**config.mk**
```make
export PLATFORM = sky130hd
export DESIGN_NAME = fwsr_host
export DESIGN_NICKNAME = d
export VERILOG_FILES = /design/src/hw/fwsr_pkg.sv /design/src/hw/fwsr_bus_cycle.sv /design/src/hw/fwsr_host.sv
export SDC_FILE = /design/constraint.sdc
export NUM_CORES = 1
export LEC_CHECK = 0
export BUFFER_PORTS_ARGS = -buffer_cell sky130_fd_sc_hd__buf_2
export CAP_MARGIN = 40
export CORE_MARGIN = 2
export CORE_UTILIZATION = 60
export CTS_BUF_LIST = sky130_fd_sc_hd__clkbuf_16
export DETAILED_ROUTE_END_ITERATION = 12
export PLACE_DENSITY = 0.86
export SLEW_MARGIN = 5
export SYNTH_ARGS = -nofsm -noshare
export SYNTH_HDL_FRONTEND = slang
export SYNTH_SLANG_ARGS = --single-unit
export TNS_END_PERCENT = 1
```
**constraint.sdc**
```tcl
create_clock -name sys_clk -period 7 [get_ports sys_clk]
set_clock_uncertainty 0.1 [all_clocks]
set_input_delay 0.7 -clock sys_clk [delete_from_list [all_inputs] [get_ports sys_clk]]
set_output_delay 0.7 -clock sys_clk [all_outputs]
set_load 0.02 [all_outputs]
```
**src/hw/fwsr_pkg.sv**
```systemverilog
package fwsr_pkg;

    // ==========================================================
    // timing
    localparam int         CLK_MHZ       = 200;
    localparam int         WE_LOW_NS     = 50;
    localparam int         WE_HIGH_NS    = 30;
    localparam int         READ_ACC_NS   = 100;
    localparam int         SYNC_EXTRA    = 2;
    localparam logic [7:0] WE_LOW_CYC    = 8'((WE_LOW_NS * CLK_MHZ + 999) / 1000);
    localparam logic [7:0] WE_HIGH_CYC   = 8'((WE_HIGH_NS * CLK_MHZ + 999) / 1000);
    localparam logic [7:0] READ_WAIT_CYC = 8'((READ_ACC_NS * CLK_MHZ + 999) / 1000 + SYNC_EXTRA);

    // ==========================================================
    // flash bus values
    localparam int          ADDR_W      = 19;
    localparam int          DATA_W      = 16;
    localparam logic [18:0] UNLOCK_A1   = 19'h00555;
    localparam logic [18:0] UNLOCK_A2   = 19'h002aa;
    localparam logic [18:0] ADDR_ANY    = 19'h00000;
    localparam logic [15:0] D_UNLOCK1   = 16'h00aa;
    localparam logic [15:0] D_UNLOCK2   = 16'h0055;
    localparam logic [15:0] D_PROGRAM   = 16'h00a0;
    localparam logic [15:0] D_ERASE     = 16'h0080;
    localparam logic [15:0] D_CHIP      = 16'h0010;
    localparam logic [15:0] D_SECTOR    = 16'h0030;
    localparam logic [15:0] D_RESET     = 16'h00f0;
    localparam logic [15:0] D_AUTOSEL   = 16'h0090;
    localparam logic [15:0] D_BYPASS    = 16'h0020;
    localparam logic [15:0] D_BYP_EXIT  = 16'h0000;
    localparam logic [15:0] D_SUSPEND   = 16'h00b0;
    localparam logic [15:0] D_RESUME    = 16'h0030;
    localparam int          TOGGLE_POS  = 6;
    localparam int          TIMEOUT_POS = 5;

    // ==========================================================
    // apb register map
    localparam logic [7:0] REG_CTRL   = 8'h00;
    localparam logic [7:0] REG_ADDR   = 8'h04;
    localparam logic [7:0] REG_WDATA  = 8'h08;
    localparam logic [7:0] REG_RDATA  = 8'h0c;
    localparam logic [7:0] REG_STATUS = 8'h10;
    localparam int         ST_BUSY    = 0;
    localparam int         ST_DONE    = 1;
    localparam int         ST_FAIL    = 2;
    localparam int         ST_REFUSED = 3;
    localparam int         ST_BYPASS  = 4;
    localparam int         ST_READY   = 5;
    localparam int         OP_COUNT   = 11;

    // ==========================================================
    // types
    typedef enum logic [3:0] {
        OP_READ, OP_PROGRAM, OP_SECTOR_ERASE, OP_CHIP_ERASE, OP_RESET, OP_AUTOSELECT,
        OP_BYPASS_ENTER, OP_BYPASS_PROGRAM, OP_BYPASS_RESET, OP_SUSPEND, OP_RESUME
    } fwsr_op_type;

    typedef enum logic [1:0] {E_IDLE, E_SETUP, E_LOW, E_HIGH} fwsr_eng_type;
    typedef enum logic [2:0] {M_IDLE, M_CMD, M_POLL, M_FINAL, M_ABORT} fwsr_main_type;

    typedef struct packed {
        logic        wr;
        logic [18:0] addr;
        logic [15:0] data;
    } fwsr_cycle_type;

    typedef struct packed {
        logic [18:0] addr;
        logic [15:0] dq_out;
        logic        dq_oe;
        logic        ce_n;
        logic        oe_n;
        logic        we_n;
    } fwsr_pins_type;

    localparam fwsr_pins_type PINS_RESET = '{addr: 19'h00000, dq_out: 16'h0000, dq_oe: 1'b0,
                                             ce_n: 1'b1, oe_n: 1'b1, we_n: 1'b1};
    localparam fwsr_cycle_type CYCLE_RESET = '{wr: 1'b0, addr: 19'h00000, data: 16'h0000};

endpackage : fwsr_pkg

```
**src/hw/fwsr_bus_cycle.sv**
```systemverilog
`timescale 1ns/1ps
module fwsr_bus_cycle
    import fwsr_pkg::*;
(
    input  wire logic           sys_clk,
    input  wire logic           reset,
    input  wire logic           req_valid,
    input  wire fwsr_cycle_type req,
    input  wire logic [15:0]    dq_in,
    output logic                done,
    output logic [15:0]         rd_data,
    output fwsr_pins_type       pins
);

    // ==========================================================
    // state
    typedef struct packed {
        fwsr_eng_type  st;
        logic [7:0]    cnt;
        logic          wr;
        logic [15:0]   rd_data;
        logic          done;
        logic [15:0]   s1;
        logic [15:0]   s2;
        logic [15:0]   s3;
        fwsr_pins_type pins;
    } fwsr_eng_state_type;

    localparam fwsr_eng_state_type ENG_RESET = '{st: E_IDLE, cnt: 8'h00, wr: 1'b0, rd_data: 16'h0000,
                                                 done: 1'b0, s1: 16'h0000, s2: 16'h0000, s3: 16'h0000,
                                                 pins: PINS_RESET};

    fwsr_eng_state_type q;
    fwsr_eng_state_type next_q;

    // ==========================================================
    // one bus cycle
    always_comb begin
        next_q      = q;
        next_q.done = 1'b0;
        next_q.s1   = dq_in;
        next_q.s2   = q.s1;
        next_q.s3   = q.s2;
        unique case (q.st)
            E_IDLE: begin
                if (req_valid) begin
                    next_q.st          = E_SETUP;
                    next_q.wr          = req.wr;
                    next_q.pins.addr   = req.addr;
                    next_q.pins.dq_out = req.data;
                    next_q.pins.dq_oe  = req.wr;
                    next_q.pins.ce_n   = 1'b0;
                end
            end
            E_SETUP: begin
                // chip select already low: the write strobe falls later and latches the address
                next_q.st = E_LOW;
                if (q.wr) begin
                    next_q.pins.we_n = 1'b0;
                    next_q.cnt       = WE_LOW_CYC;
                end else begin
                    next_q.pins.oe_n = 1'b0;
                    next_q.cnt       = READ_WAIT_CYC;
                end
            end
            E_LOW: begin
                if (q.cnt != 8'h00) begin
                    next_q.cnt = q.cnt - 8'h01;
                end else if (q.wr) begin
                    // data stays driven past the strobes' rising edge
                    next_q.pins.we_n = 1'b1;
                    next_q.pins.ce_n = 1'b1;
                    next_q.st        = E_HIGH;
                    next_q.cnt       = WE_HIGH_CYC;
                end else if (q.s2 == q.s3) begin
                    next_q.rd_data   = q.s3;
                    next_q.pins.oe_n = 1'b1;
                    next_q.pins.ce_n = 1'b1;
                    next_q.st        = E_HIGH;
                    next_q.cnt       = WE_HIGH_CYC;
                end
            end
            E_HIGH: begin
                next_q.pins.dq_oe = 1'b0;
                if (q.cnt != 8'h00) begin
                    next_q.cnt = q.cnt - 8'h01;
                end else begin
                    next_q.st   = E_IDLE;
                    next_q.done = 1'b1;
                end
            end
        endcase
    end

    always_ff @(posedge sys_clk) begin
        if (reset) begin
            q <= ENG_RESET;
        end else begin
            q <= next_q;
        end
    end

    assign done    = q.done;
    assign rd_data = q.rd_data;
    assign pins    = q.pins;

endmodule : fwsr_bus_cycle

```
**src/hw/fwsr_host.sv**
```systemverilog
`timescale 1ns/1ps
module fwsr_host
    import fwsr_pkg::*;
(
    input  wire logic        sys_clk,
    input  wire logic        reset,
    input  wire logic        psel,
    input  wire logic        penable,
    input  wire logic        pwrite,
    input  wire logic [7:0]  paddr,
    input  wire logic [31:0] pwdata,
    output logic [31:0]      prdata,
    output logic             pready,
    output logic             pslverr,
    input  wire logic [15:0] flash_dq_in,
    input  wire logic        ready_busy_n,
    output fwsr_pins_type    flash_pins
);

    // ==========================================================
    // state
    typedef struct packed {
        fwsr_main_type  st;
        fwsr_op_type    op;
        logic [18:0]    addr;
        logic [15:0]    wdata;
        logic [15:0]    rdata;
        logic [2:0]     idx;
        logic           pend;
        logic           first;
        logic           tog_prev;
        logic           fail_seen;
        logic           done;
        logic           fail;
        logic           refused;
        logic           bypass;
        logic           req_valid;
        fwsr_cycle_type req;
        logic           rb1;
        logic           rb2;
        logic           rb3;
        logic           rb_ready;
        logic [31:0]    prdata;
    } fwsr_state_type;

    localparam fwsr_state_type MAIN_RESET = '{st: M_IDLE, op: OP_READ, addr: 19'h00000, wdata: 16'h0000,
                                              rdata: 16'h0000, idx: 3'h0, pend: 1'b0, first: 1'b0,
                                              tog_prev: 1'b0, fail_seen: 1'b0, done: 1'b0, fail: 1'b0,
                                              refused: 1'b0, bypass: 1'b0, req_valid: 1'b0,
                                              req: CYCLE_RESET, rb1: 1'b1, rb2: 1'b1, rb3: 1'b1,
                                              rb_ready: 1'b1, prdata: 32'h00000000};

    fwsr_state_type q;
    fwsr_state_type next_q;
    logic           bus_done;
    logic [15:0]    bus_rd;

    // ==========================================================
    // command sequences
    function automatic fwsr_cycle_type cyc(input logic wr, input logic [18:0] a, input logic [15:0] d);
        fwsr_cycle_type c;
        c.wr   = wr;
        c.addr = a;
        c.data = d;
        return c;
    endfunction : cyc

    // unlock cycles carry zero upper data and upper address bits
    function automatic fwsr_cycle_type seq_cycle(input fwsr_op_type op, input logic [2:0] i,
                                                 input logic [18:0] a, input logic [15:0] d);
        fwsr_cycle_type c;
        c = cyc(1'b0, a, 16'h0000);
        unique case (op)
            OP_READ:           c = cyc(1'b0, a, 16'h0000);
            OP_RESET:          c = cyc(1'b1, ADDR_ANY, D_RESET);
            OP_SUSPEND:        c = cyc(1'b1, ADDR_ANY, D_SUSPEND);
            OP_RESUME:         c = cyc(1'b1, ADDR_ANY, D_RESUME);
            OP_BYPASS_PROGRAM: c = (i == 3'h0) ? cyc(1'b1, ADDR_ANY, D_PROGRAM) : cyc(1'b1, a, d);
            OP_BYPASS_RESET:   c = (i == 3'h0) ? cyc(1'b1, ADDR_ANY, D_AUTOSEL) : cyc(1'b1, ADDR_ANY, D_BYP_EXIT);
            default: begin
                unique case ((op == OP_SECTOR_ERASE || op == OP_CHIP_ERASE || i < 3'h3) ? i : 3'h7)
                    3'h0, 3'h3: c = cyc(1'b1, UNLOCK_A1, D_UNLOCK1);
                    3'h1, 3'h4: c = cyc(1'b1, UNLOCK_A2, D_UNLOCK2);
                    3'h2: begin
                        unique case (op)
                            OP_PROGRAM:      c = cyc(1'b1, UNLOCK_A1, D_PROGRAM);
                            OP_AUTOSELECT:   c = cyc(1'b1, UNLOCK_A1, D_AUTOSEL);
                            OP_BYPASS_ENTER: c = cyc(1'b1, UNLOCK_A1, D_BYPASS);
                            default:         c = cyc(1'b1, UNLOCK_A1, D_ERASE);
                        endcase
                    end
                    default: begin
                        if (op == OP_PROGRAM && i == 3'h3) begin
                            c = cyc(1'b1, a, d);
                        end else if (op == OP_AUTOSELECT && i == 3'h3) begin
                            // fourth cycle is a read of the code at the given address
                            c = cyc(1'b0, a, 16'h0000);
                        end else if (op == OP_AUTOSELECT) begin
                            // leave identification mode again
                            c = cyc(1'b1, ADDR_ANY, D_RESET);
                        end else if (op == OP_SECTOR_ERASE) begin
                            c = cyc(1'b1, a, D_SECTOR);
                        end else begin
                            c = cyc(1'b1, UNLOCK_A1, D_CHIP);
                        end
                    end
                endcase
            end
        endcase
        return c;
    endfunction : seq_cycle

    function automatic logic [2:0] seq_last(input fwsr_op_type op);
        logic [2:0] n;
        unique case (op)
            OP_PROGRAM:                        n = 3'h3;
            OP_AUTOSELECT:                     n = 3'h4;
            OP_SECTOR_ERASE, OP_CHIP_ERASE:    n = 3'h5;
            OP_BYPASS_ENTER:                   n = 3'h2;
            OP_BYPASS_PROGRAM, OP_BYPASS_RESET: n = 3'h1;
            default:                           n = 3'h0;
        endcase
        return n;
    endfunction : seq_last

    function automatic logic needs_poll(input fwsr_op_type op);
        return op == OP_PROGRAM || op == OP_BYPASS_PROGRAM || op == OP_SECTOR_ERASE || op == OP_CHIP_ERASE;
    endfunction : needs_poll

    function automatic logic mapped(input logic [7:0] a);
        return a == REG_CTRL || a == REG_ADDR || a == REG_WDATA || a == REG_RDATA || a == REG_STATUS;
    endfunction : mapped

    // ==========================================================
    // registers, sequencing and polling
    always_comb begin
        next_q           = q;
        next_q.req_valid = 1'b0;
        next_q.rb1       = ready_busy_n;
        next_q.rb2       = q.rb1;
        next_q.rb3       = q.rb2;
        if (q.rb2 == q.rb3) begin
            // pin level after the last write strobe reflects busy or ready
            next_q.rb_ready = q.rb3;
        end

        // apb read data captured in the setup phase
        if (psel && !penable) begin
            unique case (paddr)
                REG_CTRL:   next_q.prdata = {28'h0000000, q.op};
                REG_ADDR:   next_q.prdata = {13'h0000, q.addr};
                REG_WDATA:  next_q.prdata = {16'h0000, q.wdata};
                REG_RDATA:  next_q.prdata = {16'h0000, q.rdata};
                REG_STATUS: next_q.prdata = {26'h0000000, q.rb_ready, q.bypass, q.refused, q.fail, q.done,
                                             q.st != M_IDLE};
                default:    next_q.prdata = 32'h00000000;
            endcase
        end

        if (psel && penable && pwrite) begin
            unique case (paddr)
                REG_ADDR:   next_q.addr = pwdata[18:0];
                REG_WDATA:  next_q.wdata = pwdata[15:0];
                REG_STATUS: begin
                    if (pwdata[ST_DONE]) next_q.done = 1'b0;
                    if (pwdata[ST_FAIL]) next_q.fail = 1'b0;
                    if (pwdata[ST_REFUSED]) next_q.refused = 1'b0;
                end
                REG_CTRL: begin
                    if (q.st != M_IDLE || pwdata[3:0] >= 4'(OP_COUNT)) begin
                        next_q.refused = 1'b1;
                    end else if (fwsr_op_type'(pwdata[3:0]) == OP_BYPASS_PROGRAM && !q.bypass) begin
                        next_q.refused = 1'b1;
                    end else if (q.bypass && !(fwsr_op_type'(pwdata[3:0]) inside
                                 {OP_BYPASS_PROGRAM, OP_BYPASS_RESET, OP_READ})) begin
                        next_q.refused = 1'b1;
                    end else begin
                        next_q.op        = fwsr_op_type'(pwdata[3:0]);
                        next_q.st        = M_CMD;
                        next_q.idx       = 3'h0;
                        next_q.pend      = 1'b0;
                        next_q.fail_seen = 1'b0;
                    end
                end
                default: ;
            endcase
        end

        unique case (q.st)
            M_IDLE: ;
            M_CMD: begin
                if (!q.pend) begin
                    next_q.req       = seq_cycle(q.op, q.idx, q.addr, q.wdata);
                    next_q.req_valid = 1'b1;
                    next_q.pend      = 1'b1;
                end else if (bus_done) begin
                    next_q.pend = 1'b0;
                    if (!q.req.wr) next_q.rdata = bus_rd;
                    if (q.idx == seq_last(q.op)) begin
                        if (needs_poll(q.op)) begin
                            next_q.st    = M_POLL;
                            next_q.first = 1'b1;
                        end else begin
                            next_q.st   = M_IDLE;
                            next_q.done = 1'b1;
                            if (q.op == OP_BYPASS_ENTER) next_q.bypass = 1'b1;
                            if (q.op == OP_BYPASS_RESET) next_q.bypass = 1'b0;
                        end
                    end else begin
                        next_q.idx = q.idx + 3'h1;
                    end
                end
            end
            M_POLL: begin
                if (!q.pend) begin
                    // status is read at the programmed address or the erased sector
                    next_q.req       = cyc(1'b0, q.addr, 16'h0000);
                    next_q.req_valid = 1'b1;
                    next_q.pend      = 1'b1;
                end else if (bus_done) begin
                    next_q.pend     = 1'b0;
                    next_q.first    = 1'b0;
                    next_q.tog_prev = bus_rd[TOGGLE_POS];
                    if (!q.first && bus_rd[TOGGLE_POS] == q.tog_prev) begin
                        // toggling stopped: fetch the word once more
                        next_q.st = M_FINAL;
                    end else if (!q.first && q.fail_seen) begin
                        next_q.st = M_ABORT;
                    end else begin
                        next_q.fail_seen = q.fail_seen | bus_rd[TIMEOUT_POS];
                    end
                end
            end
            M_FINAL: begin
                if (!q.pend) begin
                    next_q.req       = cyc(1'b0, q.addr, 16'h0000);
                    next_q.req_valid = 1'b1;
                    next_q.pend      = 1'b1;
                end else if (bus_done) begin
                    next_q.pend  = 1'b0;
                    next_q.rdata = bus_rd;
                    next_q.st    = M_IDLE;
                    next_q.done  = 1'b1;
                end
            end
            M_ABORT: begin
                if (!q.pend) begin
                    // timeout flag seen while still toggling: return to array reads
                    next_q.req       = cyc(1'b1, ADDR_ANY, D_RESET);
                    next_q.req_valid = 1'b1;
                    next_q.pend      = 1'b1;
                end else if (bus_done) begin
                    next_q.pend = 1'b0;
                    next_q.st   = M_IDLE;
                    next_q.fail = 1'b1;
                    next_q.done = 1'b1;
                end
            end
        endcase
    end

    always_ff @(posedge sys_clk) begin
        if (reset) begin
            q <= MAIN_RESET;
        end else begin
            q <= next_q;
        end
    end

    // ==========================================================
    // flash bus cycles
    fwsr_bus_cycle u_bus (
        .sys_clk   (sys_clk),
        .reset     (reset),
        .req_valid (q.req_valid),
        .req       (q.req),
        .dq_in     (flash_dq_in),
        .done      (bus_done),
        .rd_data   (bus_rd),
        .pins      (flash_pins)
    );

    assign prdata  = q.prdata;
    assign pready  = 1'b1;
    assign pslverr = psel && penable && !mapped(paddr);

endmodule : fwsr_host

```
==> flow_summary.html <==
<table>
<tr><th>Metric</th><th>Value</th></tr>
<tr><th colspan="2">GRT</th></tr>
<tr><td>Met1 layer usage reported by global route</td><td>34.5%</td></tr>
<tr><td>Peak-usage layer in the global routing report</td><td>met2</td></tr>
<tr><td>Total congestion overflow</td><td>0</td></tr>
<tr><td>Number of antenna violations at the first check in global routing</td><td>0</td></tr>
<tr><td>Global-route wire length before repair</td><td>39700 um</td></tr>
<tr><td>Pin count of the biggest net entering global routing</td><td>93</td></tr>
<tr><td>Met3 global-route usage</td><td>3.90%</td></tr>
<tr><td>Vias in the first global route</td><td>7835</td></tr>
<tr><td>Met2 Resource Use GR</td><td>43.6%</td></tr>
<tr><td>Global Route Usage Sum</td><td>26.1%</td></tr>
<tr><th colspan="2">STA</th></tr>
<tr><td>Final sum of negative setup slack</td><td>0 ns</td></tr>
<tr><td>Worst Tran Pin Value</td><td>0.989 ns</td></tr>
<tr><td>Setup-violating endpoint count in the final report</td><td>0</td></tr>
<tr><td>Final Max Slew Viols</td><td>0</td></tr>
<tr><td>Final min period</td><td>2.98 ns</td></tr>
<tr><td>Hold violation total from the final report</td><td>0</td></tr>
<tr><td>Peak Freq</td><td>0.336 GHz</td></tr>
<tr><td>Setup repair after global routing missed its margin</td><td>no</td></tr>
<tr><td>Hold Slack</td><td>0.269 ns</td></tr>
<tr><td>Share of the cycle needed by the critical path after routing</td><td>42.6%</td></tr>
<tr><td>Worst slew margin</td><td>34.0%</td></tr>
<tr><th colspan="2">Worst setup path</th></tr>
<tr><td>Flop-to-flop setup slack</td><td>4.02 ns</td></tr>
<tr><td>WP depth</td><td>6</td></tr>
<tr><td>Crit path kind</td><td>flip-flop to flip-flop</td></tr>
<tr><td>Worst reg-to-reg path cell count</td><td>6</td></tr>
<tr><td>CP cell instances</td><td>mux2i_1 -&gt; a221oi_2 -&gt; nor2_1 -&gt; a21oi_1 -&gt; o31ai_1 -&gt; a211oi_1</td></tr>
<tr><td>Launch point of the worst reg-to-reg path</td><td>q[137]</td></tr>
<tr><td>Top Family by Delay on Critical Path</td><td>compound AO/OA/AOI/OAI gates</td></tr>
<tr><td>Cell with the largest stage delay on the worst path</td><td>sky130_fd_sc_hd__dfxtp_1</td></tr>
<tr><td>Worst Path Max Fanout</td><td>27</td></tr>
<tr><td>Buf/Inv on CP</td><td>0</td></tr>
<tr><td>Reg2reg end</td><td>q[71]</td></tr>
<tr><td>Peak per-stage delay on the critical path</td><td>0.97 ns</td></tr>
<tr><td>Worst setup EP type</td><td>flip-flop</td></tr>
<tr><td>Data required time at the worst endpoint</td><td>7.33 ns</td></tr>
<tr><td>Critical path launch point type</td><td>flip-flop</td></tr>
<tr><td>Worst path arrival time</td><td>3.31 ns</td></tr>
<tr><th colspan="2">Min path</th></tr>
<tr><td>Class of the tightest hold or removal check</td><td>primary input to flip-flop</td></tr>
<tr><td>Instance count along the most critical hold path</td><td>2</td></tr>
<tr><td>End point of the most critical hold path</td><td>next_q[34]</td></tr>
<tr><td>Startpoint of the tightest hold check path</td><td>ready_busy_n</td></tr>
<tr><th colspan="2">Status</th></tr>
<tr><td>Status</td><td>complete, no violations</td></tr>
<tr><th colspan="2">Power and ir drop</th></tr>
<tr><td>Total chip power</td><td>2.87 mW</td></tr>
<tr><td>Worst ir drop on vdd</td><td>0.204 mV</td></tr>
<tr><td>Standby leakage power</td><td>4.65 nW</td></tr>
<tr><td>Power per Cell Area</td><td>247 nW/um^2</td></tr>
<tr><th colspan="2">Logic synthesis</th></tr>
<tr><td>Fraction of registers with async set/reset</td><td>0%</td></tr>
<tr><td>Number of instances in the synthesized netlist</td><td>1213</td></tr>
<tr><td>Yosys warns</td><td>0</td></tr>
<tr><td>Post-synthesis instance area</td><td>10700 um^2</td></tr>
<tr><td>Flip-flop and latch count after synthesis</td><td>244</td></tr>
<tr><td>Number of flops mapped to enable cells by yosys</td><td>0</td></tr>
<tr><td>Syn avg cell area</td><td>8.86 um^2</td></tr>
<tr><td>Sequential fraction of the synthesis area</td><td>45.4%</td></tr>
<tr><td>Leading register cell type out of synthesis</td><td>sky130_fd_sc_hd__dfxtp_1</td></tr>
<tr><td>Distinct cells, synth</td><td>86</td></tr>
<tr><th colspan="2">Final layout</th></tr>
<tr><td>Ratio of cells with drive above 1 in the final layout</td><td>16.7%</td></tr>
<tr><td>Final standard cell count with taps included and fillers excluded</td><td>1468</td></tr>
<tr><td>Final net count</td><td>1295</td></tr>
<tr><td>Ant diodes</td><td>0</td></tr>
<tr><td>Area growth syn-to-layout</td><td>8.33%</td></tr>
<tr><th colspan="2">Drt</th></tr>
<tr><td>Vias post-DR</td><td>8494</td></tr>
<tr><td>Vias per cell</td><td>5.79</td></tr>
<tr><td>Total length of routed wires</td><td>24900 um</td></tr>
<tr><td>ANT nets after route</td><td>0</td></tr>
<tr><td>Drt pass-1 iters</td><td>6</td></tr>
<tr><td>Routed WL per cell</td><td>17.0 um</td></tr>
<tr><td>Number of DRC violations after detailed-routing iteration 0</td><td>726</td></tr>
<tr><td>DR DRC count</td><td>0</td></tr>
<tr><th colspan="2">Clocking</th></tr>
<tr><td>H-tree levels</td><td>1</td></tr>
<tr><td>Post-cts hold buffer count</td><td>0</td></tr>
<tr><td>Clock transition time at the flip-flop clock pins of the worst setup and hold paths</td><td>0.07 ns</td></tr>
<tr><td>CTS tree</td><td>built</td></tr>
<tr><td>Number of buffers added for setup after CTS</td><td>0</td></tr>
<tr><td>Longest Clk Path Bufs</td><td>3</td></tr>
<tr><td>Library cell used as clock root buffer</td><td>sky130_fd_sc_hd__clkbuf_16</td></tr>
<tr><td>Worst skew pair latency</td><td>0.52 ns</td></tr>
<tr><td># resized after CTS</td><td>0</td></tr>
<tr><td>Sink count of the clock tree</td><td>244</td></tr>
<tr><td>Number of buffers added by the clock tree synthesis step</td><td>25</td></tr>
<tr><th colspan="2">Job</th></tr>
<tr><td>Max Cap Violations</td><td>0</td></tr>
<tr><th colspan="2">Floorplan</th></tr>
<tr><td>Die outline area</td><td>19000 um^2</td></tr>
<tr><td>Number of rows in the core area</td><td>48</td></tr>
<tr><td>Num ports</td><td>135</td></tr>
<tr><td>Core Region</td><td>17400 um^2</td></tr>
<tr><td>Height of the chip</td><td>138 um</td></tr>
<tr><td>Initial core utilization</td><td>61.7%</td></tr>
<tr><td>Chip Width</td><td>138 um</td></tr>
<tr><th colspan="2">Placed design</th></tr>
<tr><td>Count of placed standard cells including taps</td><td>1423</td></tr>
<tr><td>Placed wire-length estimate after detailed placement</td><td>17100 um</td></tr>
<tr><td>Final GP Congestion</td><td>0.941</td></tr>
<tr><td>Count of input and output buffers</td><td>107</td></tr>
</table>
[worst max path at each step]
stage | end | start | slack (ns)
after floorplan | q[76] | paddr[0] | 4.44
after global placement | q[109] | paddr[0] | 3.53
after detailed placement | q[106] | paddr[0] | 3.82
after CTS | q[71] | q[137] | 4.18
after global routing | q[71] | q[137] | 3.89
final | q[71] | q[137] | 4.02
[report_power, final]
group	leakage, nW	total, mW	switching (mW)	internal [mW]
registers	1.97	1.43	0.0149	1.41
clock network	0.396	1.26	0.534	0.724
logic	2.28	0.188	0.118	0.0694
total	4.65	2.87	0.667	2.21
[logic make-up after synthesis]
family | count (synthesis) | synth area share, %
other cells | 2 | 0.0699
xor+xnor | 20 | 1.63
simple gates | 454 | 20.6
mux | 70 | 7.16
compound gates | 255 | 15.7
fa+ha+maj | 8 | 0.931
flops | 244 | 45.4
buf+inv | 160 | 8.42
[worst register-to-register path, cell delays in order (launching register included)]
cell and delay, ns:
sky130_fd_sc_hd__dfxtp_1 0.97, sky130_fd_sc_hd__mux2i_1 0.30, sky130_fd_sc_hd__a221oi_2 0.68, sky130_fd_sc_hd__nor2_1 0.17, sky130_fd_sc_hd__a21oi_1 0.25, sky130_fd_sc_hd__o31ai_1 0.15, sky130_fd_sc_hd__a211oi_1 0.28
[cell type report]
cell class,count,area [um^2]
clock inverter,20,153
fill,1379,5770
tap,225,282
timing repair buffer,117,636
clock buffer,25,626
sequential,244,4880
multi-input combinational,821,5000
inverter,16,60.1
[cell usage after synthesis, drive strengths merged (7+ instances only)]
master | count | share of area (%)
nor2b | 63 | 3.7
o31ai | 7 | 0.54
ha | 8 | 0.93
mux2i | 51 | 4.7
o21ai | 45 | 2.1
a22o | 10 | 0.81
a21oi | 98 | 4.6
buf | 91 | 6.0
inv | 16 | 0.56
clkbuf | 53 | 1.9
a22oi | 20 | 1.4
a221oi | 7 | 0.69
nand2 | 156 | 5.5
nand3 | 16 | 0.74
nor3 | 32 | 1.7
nor4 | 7 | 0.55
nor2 | 119 | 4.2
xor2 | 16 | 1.3
dfxtp | 244 | 45
or2 | 8 | 0.47
nand2b | 14 | 0.81
mux2 | 15 | 1.6
a211oi | 13 | 0.95
[cells in the final DEF, fill, tap and decap left out, types with 6 or more instances in the layout]
cell / instances
sky130_fd_sc_hd__xor2_1: 16
sky130_fd_sc_hd__mux2i_1: 51
sky130_fd_sc_hd__buf_2: 106
sky130_fd_sc_hd__o31ai_1: 6
sky130_fd_sc_hd__o221a_2: 6
sky130_fd_sc_hd__a22oi_1: 20
sky130_fd_sc_hd__nor2_1: 118
sky130_fd_sc_hd__ha_1: 8
sky130_fd_sc_hd__mux2_2: 15
sky130_fd_sc_hd__or3_1: 6
sky130_fd_sc_hd__nand3_1: 16
sky130_fd_sc_hd__a21o_1: 6
sky130_fd_sc_hd__or2_2: 8
sky130_fd_sc_hd__dfxtp_1: 244
sky130_fd_sc_hd__nand2b_1: 14
sky130_fd_sc_hd__a21oi_1: 97
sky130_fd_sc_hd__nor3_1: 30
sky130_fd_sc_hd__buf_4: 7
sky130_fd_sc_hd__clkinv_2: 6
sky130_fd_sc_hd__a211oi_1: 12
sky130_fd_sc_hd__a22o_1: 10
sky130_fd_sc_hd__conb_1: 14
sky130_fd_sc_hd__o21ai_0: 40
sky130_fd_sc_hd__clkbuf_16: 25
sky130_fd_sc_hd__nand2_1: 155
sky130_fd_sc_hd__nor4_1: 6
sky130_fd_sc_hd__inv_1: 20
sky130_fd_sc_hd__nor2b_1: 62
[through the flow]
| stage | setup WS (ns) | util (%) | cell area (um^2) |
|---|---|---|---|
| 5_1_grt | 3.89 | 66.9 | 11600 |
| 3_5_place_dp | 3.82 | 62.4 | 10900 |
| 4_1_cts | 4.18 | 66.9 | 11600 |
| 3_3_place_gp | 3.53 | 62.2 | 10800 |
| 6_report | 4.02 | 66.9 | 11600 |
| 2_1_floorplan | 4.44 | - | 10800 |
[flip-flops by register name, summed over array words and instances, names as in the netlist]
name           count
u_bus.q           27
u_bus.next_q      32
u_bus.done         1
next_q             2
prdata            19
q                108
u_bus.pins        39
u_bus.rd_data     16
[metal layers]
| metal | vias to the layer above | routed length, um | part of all wire (%) |
|---|---|---|---|
| met1 | 3967 | 10900 | 44 |
| li1 | 4154 | - | - |
| met3 | 59 | 1600 | 6.4 |
| met4 | 0 | 807 | 3.2 |
| met2 | 314 | 11600 | 46 |
| met5 | - | 0 | 0 |
Note: power is estimated with default switching activity, not from simulation.
